**src/amd_cfg.svh**
```systemverilog
`ifndef AMD_CFG_SVH
`define AMD_CFG_SVH
// Core and bus widths
`define AMD_CORE_AW 20
`define AMD_BUS_AW 24
`define AMD_DW 16
`define AMD_EXT_AW 18
// Inaccessible span bounds
`define AMD_HOLE_LO 24'h080000
`define AMD_HOLE_HI 24'hF7FFFF
// Module register block: 4 KB window at nibble M111 in bits 23:20 region of bits 19:12
`define AMD_REG_NIB 3'h7
`define AMD_REG_BLK_HI 8'hFF
// Boot ROM: 512 bytes at the bottom of the map
`define AMD_ROM_BASE 24'h000000
`define AMD_ROM_BYTES 24'h000200
// Number of implemented module slots in the register block
`define AMD_NSLOT 4
`endif

```
**src/amd_pkg.sv**
```systemverilog
package amd_pkg;
  typedef enum logic [3:0] {
    AMD_TGT_NONE = 4'h1,
    AMD_TGT_MOD = 4'h2,
    AMD_TGT_ROM = 4'h4,
    AMD_TGT_EXT = 4'h8
  } amd_tgt_t;
  typedef struct packed {
    logic valid;
    logic write;
    logic [19:0] addr;
    logic [15:0] wdata;
  } amd_core_req_t;
  typedef struct packed {
    logic valid;
    logic write;
    logic [23:0] addr;
    logic [15:0] wdata;
  } amd_bus_req_t;
  typedef struct packed {
    logic [23:0] bus_addr;
    logic bus_valid;
    logic bus_write;
    logic [15:0] bus_wdata;
    amd_tgt_t tgt;
    logic [3:0] mod_sel;
    logic [17:0] ext_addr;
    logic ext_sel;
    logic rom_sel;
    logic hole;
    logic rom_en;
    logic map_m;
    logic cfg_done;
  } amd_state_t;
endpackage

```
**src/amd_slot_match.sv**
```systemverilog
`timescale 1ns/1ns
`include "amd_cfg.svh"
module amd_slot_match #(
  parameter logic [3:0] SLOT = 4'h0,
  parameter logic SLOT_PRESENT = 1'b1
) (
  input wire logic [23:0] addr,
  input wire logic blk_hit,
  output logic hit
);
  // Slot is the 1 KB page within the 4 KB register block
  assign hit = blk_hit && SLOT_PRESENT && (addr[11:10] == SLOT[1:0]);
endmodule // amd_slot_match

```
**src/amd_decoder.sv**
```systemverilog
`timescale 1ns/1ns
`include "amd_cfg.svh"
module amd_decoder #(
  parameter logic [`AMD_NSLOT-1:0] SLOT_PRESENT = 4'hF
) (
  input wire logic mclk,
  input wire logic reset_n,
  input wire amd_pkg::amd_core_req_t core_req,
  input wire logic rom_enable_strap,
  input wire logic module_map_select,
  output amd_pkg::amd_bus_req_t shared_module_interconnect,
  output amd_pkg::amd_tgt_t tgt,
  output logic [`AMD_NSLOT-1:0] mod_sel,
  output logic rom_sel,
  output logic ext_sel,
  output logic [`AMD_EXT_AW-1:0] ext_addr,
  output logic hole_access
);
  // ----------------------------------------
  // State
  // ----------------------------------------
  amd_pkg::amd_state_t s_q;
  amd_pkg::amd_state_t s_d;
  logic core_valid;
  logic core_write;
  logic [`AMD_CORE_AW-1:0] core_addr;
  logic [`AMD_DW-1:0] core_wdata;
  logic [`AMD_BUS_AW-`AMD_CORE_AW-1:0] upper_bits;
  logic [`AMD_BUS_AW-1:0] full_addr;
  logic above_hole_lo;
  logic below_hole_hi;
  logic in_hole;
  logic blk_nib_hit;
  logic blk_page_hit;
  logic blk_hit;
  logic below_rom_top;
  logic in_rom;
  logic rom_read;
  logic any_slot;
  logic [`AMD_NSLOT-1:0] slot_hit;
  logic [3:0] route_pick;
  logic cfg_first;
  logic rom_en_next;

  // Map seen from the core, after extension:
  //   000000-0001FF  boot ROM, reads only, when enabled at reset
  //   080000-F7FFFF  nothing answers
  //   FFF000-FFFFFF  4 KB module register block, four 1 KB slots, only while M=1
  //   anything else  external bus, low 18 bits on the pins

  // ----------------------------------------
  // Core request fields
  // ----------------------------------------
  // Field aliases keep the decode below readable
  assign core_valid = core_req.valid;
  assign core_write = core_req.write;
  assign core_addr = core_req.addr;
  assign core_wdata = core_req.wdata;

  // ----------------------------------------
  // Address extension
  // ----------------------------------------
  // Sign-extend so the core's 1 MB space folds onto both ends of the 16 MB map
  assign upper_bits = {(`AMD_BUS_AW-`AMD_CORE_AW){core_addr[`AMD_CORE_AW-1]}};
  assign full_addr = {upper_bits, core_addr};

  // ----------------------------------------
  // Range checks
  // ----------------------------------------
  assign above_hole_lo = (full_addr >= `AMD_HOLE_LO);
  assign below_hole_hi = (full_addr <= `AMD_HOLE_HI);
  assign in_hole = above_hole_lo && below_hole_hi;
  // Map bit acts one edge after the pin moves, so a map change lands next cycle
  assign blk_nib_hit = (full_addr[23:20] == {s_q.map_m, `AMD_REG_NIB});
  assign blk_page_hit = (full_addr[19:12] == `AMD_REG_BLK_HI);
  assign blk_hit = blk_nib_hit && blk_page_hit;
  // ROM enable is only valid from the second edge after reset; earlier reads go out
  assign below_rom_top = (full_addr < (`AMD_ROM_BASE + `AMD_ROM_BYTES));
  assign in_rom = s_q.rom_en && below_rom_top;
  assign rom_read = in_rom && !core_write;

  // ----------------------------------------
  // Module slots
  // ----------------------------------------
  // Absent slots never match, so those pages fall through to the external bus
  genvar g;
  generate
    for (g = 0; g < `AMD_NSLOT; g++) begin : g_slot
      amd_slot_match #(
        .SLOT(4'(g)),
        .SLOT_PRESENT(SLOT_PRESENT[g])
      ) u_slot (
        .addr(full_addr),
        .blk_hit(blk_hit),
        .hit(slot_hit[g])
      );
    end
  endgenerate
  assign any_slot = |slot_hit;

  // ----------------------------------------
  // Route priority
  // ----------------------------------------
  // One-hot pick: hole, module, boot ROM, external; modules outrank the ROM
  assign route_pick[3] = core_valid && in_hole;
  assign route_pick[2] = core_valid && !in_hole && any_slot;
  assign route_pick[1] = core_valid && !in_hole && !any_slot && rom_read;
  assign route_pick[0] = core_valid && !in_hole && !any_slot && !rom_read;

  // ----------------------------------------
  // Boot configuration
  // ----------------------------------------
  // Strap is taken on the first edge after reset and then held for the run
  assign cfg_first = !s_q.cfg_done;
  assign rom_en_next = cfg_first ? rom_enable_strap : s_q.rom_en;

  // ----------------------------------------
  // Next state
  // ----------------------------------------
  always_comb begin
    s_d = s_q;
    s_d.map_m = module_map_select;
    s_d.rom_en = rom_en_next;
    s_d.cfg_done = 1'b1;

    // Bus fields follow the core every cycle, valid or not
    s_d.bus_valid = core_valid;
    s_d.bus_write = core_write;
    s_d.bus_wdata = core_wdata;
    s_d.bus_addr = full_addr;
    s_d.ext_addr = full_addr[`AMD_EXT_AW-1:0];

    case (route_pick)
      4'b1000: begin
        // No target is selected; the decoder raises hole_access and still passes valid to the bus
        s_d.mod_sel = '0;
        s_d.rom_sel = 1'b0;
        s_d.ext_sel = 1'b0;
        s_d.hole = 1'b1;
        s_d.tgt = amd_pkg::AMD_TGT_NONE;
      end
      4'b0100: begin
        s_d.mod_sel = slot_hit;
        s_d.rom_sel = 1'b0;
        s_d.ext_sel = 1'b0;
        s_d.hole = 1'b0;
        s_d.tgt = amd_pkg::AMD_TGT_MOD;
      end
      4'b0010: begin
        s_d.mod_sel = '0;
        s_d.rom_sel = 1'b1;
        s_d.ext_sel = 1'b0;
        s_d.hole = 1'b0;
        s_d.tgt = amd_pkg::AMD_TGT_ROM;
      end
      4'b0001: begin
        s_d.mod_sel = '0;
        s_d.rom_sel = 1'b0;
        s_d.ext_sel = 1'b1;
        s_d.hole = 1'b0;
        s_d.tgt = amd_pkg::AMD_TGT_EXT;
      end
      default: begin
        // Idle cycle: nothing selected
        s_d.mod_sel = '0;
        s_d.rom_sel = 1'b0;
        s_d.ext_sel = 1'b0;
        s_d.hole = 1'b0;
        s_d.tgt = amd_pkg::AMD_TGT_NONE;
      end
    endcase
  end

  // Plain static flops: no state depends on clock rate, so rate changes are safe
  always_ff @(posedge mclk or negedge reset_n) begin
    if (!reset_n) begin
      s_q.bus_addr <= '0;
      s_q.bus_valid <= 1'b0;
      s_q.bus_write <= 1'b0;
      s_q.bus_wdata <= '0;
      s_q.tgt <= amd_pkg::AMD_TGT_NONE;
      s_q.mod_sel <= '0;
      s_q.ext_addr <= '0;
      s_q.ext_sel <= 1'b0;
      s_q.rom_sel <= 1'b0;
      s_q.hole <= 1'b0;
      s_q.rom_en <= 1'b0;
      s_q.map_m <= 1'b0;
      s_q.cfg_done <= 1'b0;
    end else begin
      s_q <= s_d;
    end
  end

  // ----------------------------------------
  // Outputs
  // ----------------------------------------
  // Every output is a flop, so downstream selects never glitch
  assign shared_module_interconnect = '{
    valid: s_q.bus_valid,
    write: s_q.bus_write,
    addr: s_q.bus_addr,
    wdata: s_q.bus_wdata
  };
  assign tgt = s_q.tgt;
  assign mod_sel = s_q.mod_sel;
  assign rom_sel = s_q.rom_sel;
  assign ext_sel = s_q.ext_sel;
  assign ext_addr = s_q.ext_addr;
  assign hole_access = s_q.hole;
endmodule // amd_decoder

```
**config.mk**
```make
export PLATFORM = sky130hd
export DESIGN_NAME = amd_decoder
export DESIGN_NICKNAME = d
export VERILOG_FILES = /design/src/amd_pkg.sv /design/src/amd_slot_match.sv /design/src/amd_decoder.sv
export VERILOG_INCLUDE_DIRS = /design/src
export SDC_FILE = /design/constraint.sdc
export NUM_CORES = 1
export LEC_CHECK = 0
export BUFFER_PORTS_ARGS = -buffer_cell sky130_fd_sc_hd__buf_2
export CAP_MARGIN = 0
export CORE_MARGIN = 1.5
export CORE_UTILIZATION = 39
export CTS_BUF_LIST = sky130_fd_sc_hd__clkbuf_16
export CTS_CLUSTER_SIZE = 10
export DETAILED_ROUTE_END_ITERATION = 16
export PLACE_DENSITY = 0.76
export RECOVER_POWER = 25
export SLEW_MARGIN = 20
export SYNTH_ARGS = -nofsm -noshare
export SYNTH_HDL_FRONTEND = slang
export SYNTH_SLANG_ARGS = --single-unit
```
**constraint.sdc**
```tcl
create_clock -name mclk -period 1.3 [get_ports mclk]
set_clock_uncertainty 0.1 [all_clocks]
set_input_delay 0.13 -clock mclk [delete_from_list [all_inputs] [get_ports mclk]]
set_output_delay 0.13 -clock mclk [all_outputs]
set_load 0.01 [all_outputs]
```
# Word level (Yosys, flattened, before mapping)
# Cells that the tools add are included.
classes:
  n_eq_ne: 9
  order_cmp: 3
  n_reduce_logical: 20
  mux: 2
ops:
  columns: ["cell", "count"]
  rows:
  - ["$ge A24 B20 Y1 const B", 1]
  - ["$le A24 B24 Y1 const B", 1]
  - ["$lt A24 B10 Y1 const B", 1]
  - ["$pmux W8 S3", 1]
  - ["$logic_and A1 B1 Y1", 14]
  - ["$pmux W3 S3", 1]
  - ["$eq A8 B8 Y1 const B", 1]
  - ["$eq A2 B2 Y1 const B", 2]
  - ["$eq A4 B1 Y1 const B", 1]
  - ["$eq A4 B2 Y1 const B", 1]
  - ["$eq A4 B3 Y1 const B", 1]
  - ["$eq A4 B4 Y1", 1]
  - ["$eq A4 B4 Y1 const B", 1]
  - ["$logic_not A1 Y1", 4]
  - ["$reduce_or A4 Y1", 1]
  - ["$eq A2 B1 Y1 const B", 1]
  - ["$logic_not A2 Y1", 1]
totals:
  elab_cells: 47
  out_inout_bits: 71
  reg_bits: 70

# Logic depth before layout (Yosys ltp)
logic_depth:
  ltp_word: 9
  mapped_depth: 3
  depth_no_buf: 3

# Hierarchy
# Synthesis repeated with hierarchy kept, for this count alone.
unflattened:
  hier_cells: 148
  hier_area_um2: 1999.4
by_module_without_submodules:
  columns: ["module", "n_inst", "cells_each", "area_each_um2"]
  rows:
  - ["amd_decoder", 1, 144, 1963.1]
  - ["amd_slot_match at g_slot[1].u_slot ...", 2, 1, 8.8]
  - ["amd_slot_match at g_slot[0].u_slot", 1, 1, 12.5]
  - ["amd_slot_match at g_slot[3].u_slot", 1, 1, 6.3]

# Worst setup path after synthesis
# OpenSTA, ideal clock, no wires.
synth_path:
  path_type: "register -> register"
  from: "reg s_q[1] in the netlist's numbering"
  to: "reg mod_sel[2] (netlist name)"
  setup_time_ns: 0.080
  required_time_ns: 1.120
  synth_period_minus_slack_ns: 1.280
  path_slack_ns: 0.020
  path_stages_with_launch: 4
  t_arrival_ns: 1.100
  path_cell_list: "dfrtp_1 > nand4_1 > or4_4 > nor3b_2"
synth_lines:
  columns: ["element", "line_no", "source"]
  rows:
  - ["from (decl)", "amd_decoder.sv:22", "amd_pkg::amd_state_t s_q;"]

==> flow_summary.toml <==
[run_status]
status = "complete, but fails checks"
violations = "negative setup slack"

[synth]
synth_cell_types = 17
synth-seq-cells = 51
postSynthAreaPerCell_um2 = 13.6
synth_nets = 184
synthCells = 142
ys_seq_area_frac = 0.662
synth_area_mm2 = 0.00193
ys_warn_count = 0

[layout]
antennaDiodeCount = 0
area_growth_pct = 38.3
nNetsFinal = 280
drive_gt1_frac = 0.527
fillers = 427

[route]
ant_nets = 0
vias_per_cell = 3.93
routed_wl_mm = 3.76
wl_per_cell_um = 12.3
drt-pass1-iter-count = 4
remaining_drc_errors = 0
drt_iter0_markers = 73
vias = 1202

[worst_hold_path]
hp-class = "primary input to flop"

[job]
drv_cap = 0

[floorplanning]
design.core.area_mm2 = 0.00475
pin_count = 113
die_y_um = 73.3
initial_core_util = 0.406
die_w_um = 73.3
rows = 25
die_area_mm2 = 0.00538

[global_routing]
grt_first_pass_wirelength_mm = 5.64
grtUsageTotal = 0.142
grt-ovfl-total = 0
grt_pass1_vias = 1264
grt_max_degree = 52
antenna_found_initial = 0

[clocking]
cts_max_level = 2
cts_buffer_depth = 2
cts_root_buf = "clkbuf_16"
cts_tree = "yes"
clock_latency_ns = 0.28
numCtsBuffers = 5
clk_pin_slew_ns = 0.06
cts_sinks = 51

[sta]
fmax_mhz = 711
whs_ns = 0.0270
timing.final.hold_violations = 0
fin_crit_sh = 1.08
final-setup-viol-count = 6
finalMaxSlewViolations = 0
rsz0062_at_grt = "true"
min_period_ns = 1.41
tns_ns = -0.295
layout_setup_ws_ns = -0.107

[place]
gp_congestion = 0.755
port_buffers = 112
hpwl_mm = 2.41

[setup_path]
ff2ff_setup_slack_ns = -0.11
end_kind = "flop"
cp.required_ns = 1.40
worst_setup_path_start_kind = "flop"
cp.arrival_ns = 1.51
crit_type = "flop to flop"
worstPathMaxFanout = 5

[pwr]
switching_share = 0.216
peakVddDrop_mv = 0.597
cellInternalPower_uw = 2560
leakagePower_uw = 0.00137
p_sw_uw = 704
seqPwrFrac = 0.516
p_clk_frac = 0.365
comb_power_share = 0.119
p_per_area_mw_per_mm2 = 1220
## cell type report
cell class,count,area [um2],area share
repair buffers,157,1010,0.380
flip-flops and latches,51,1280,0.479
well taps,67,83.8,0.0314
multi-input cells,21,149,0.0558
clock buffers,5,125,0.0469
inverters,2,7.51,0.00281
clock inverters,3,11.3,0.00422
## per-stage QoR
| stage | util | total power (uW) | instance area (um2) | setup slack, ns | cells |
|---|---|---|---|---|---|
| 3_5_place_dp | 0.440 | 2000 | 2090 | -0.0659 | 255 |
| 2_1_floorplan | - | 1920 | 1930 | 0.0200 | 142 |
| 5_1_grt | 0.561 | 3440 | 2670 | -0.161 | 306 |
| 3_3_place_gp | 0.440 | 1990 | 2090 | -0.00766 | 255 |
| 4_1_cts | 0.556 | 3290 | 2640 | -0.0853 | 304 |
| 6_report | 0.561 | 3270 | 2670 | -0.107 | 306 |
## cells in the mapped netlist (all sizes together)
cell type	instances	area share
nor2b	1	0.0032
dfrtp	50	0.65
nor3	1	0.0026
nand3	1	0.0026
inv	2	0.0039
nor3b	3	0.017
conb	2	0.0039
or4	1	0.0058
buf	68	0.26
nand4	2	0.0065
o31ai	1	0.0039
mux2	1	0.0058
nand2	2	0.0039
nor2	4	0.0078
nor4	2	0.0065
dfstp	1	0.014
## metal layers
metal  track usage  part of all wire  up-vias
li1              -                 -      565
met1         0.150              0.36      584
met2         0.271              0.58       49
met3        0.0233             0.041        4
met4        0.0658             0.013        0
met5             0                 0        -
## power by group through the flow
stage / logic (uW) / registers [uW] / clock network, uW
6_report: 389 / 1680 / 1190
3_5_place_dp: 290 / 1710 / 0
4_1_cts: 385 / 1680 / 1230
3_3_place_gp: 284 / 1710 / 0
5_1_grt: 425 / 1690 / 1330
2_1_floorplan: 209 / 1710 / 0
## worst max-delay path, cell delays in order (launching register included)
cell and delay, ns:
dfrtp_1 0.33, nand4_1 0.10, or4_4 0.61, nor3b_2 0.18
## logic make-up (layout without fill, tap and decap cells)
group           after synthesis  after routing  share of synthesized area
mux                           1              1                    0.00584
other cells                   2              2                    0.00389
buf+inv                      70            167                      0.268
simple gates                 17             17                     0.0558
flops                        51             51                      0.662
compound gates                1              1                    0.00389
## path summary, 6_finish.rpt
path                                  start                                        to  depth (start not counted)
hold reg to reg            s_q[0]$_DFF_PN0_                        s_q[2]$_DFFE_PN0N_                          1
setup reg to reg           s_q[1]$_DFF_PN0_                      mod_sel[1]$_DFF_PN0_                          3
min in group asynchronous           reset_n  shared_module_interconnect[41]$_DFF_PN0_                          3
setup / recovery           s_q[1]$_DFF_PN0_                      mod_sel[1]$_DFF_PN0_                          3
hold / removal                 core_req[37]                          tgt[2]$_DFF_PN0_                          3
max in group asynchronous           reset_n                          tgt[0]$_DFF_PN1_                          3
## state kept, by name, summed over array words and instances (netlist names)
| name | cells |
|---|---|
| ext_sel | 1 |
| ext_addr | 17 |
| hole_access | 1 |
| mod_sel | 4 |
| rom_sel | 1 |
| s_q | 3 |
| shared_module_interconnect | 21 |
| tgt | 3 |
## cell usage in the layout, fill, tap and decap left out
cell / instances
nand2_1: 2
buf_12: 1
buf_4: 2
clkbuf_16: 5
dfstp_2: 1
conb_1: 2
o31ai_2: 1
dfrtp_1: 50
or4_4: 1
inv_1: 3
clkinv_1: 2
nand3_1: 1
nand4_1: 2
clkbuf_1: 2
nor3b_2: 3
buf_2: 110
dlygate4sd3_1: 42
nor2_1: 4
mux2_2: 1
nor4_1: 2
nor3_2: 1
nor2b_1: 1
## what timing repair did
| item | 4_1_cts | 5_1_grt |
|---|---|---|
| gates resized for setup | 1 | 2 |
| endpoints found under the setup margin | 5 | 7 |
| hold endpoints to repair | 95 | 1 |
| buffers inserted | 0 | 1 |
| pin swaps | 0 | 4 |
| hold buffers | 41 | 1 |
Power figures use the tool's default switching activity.
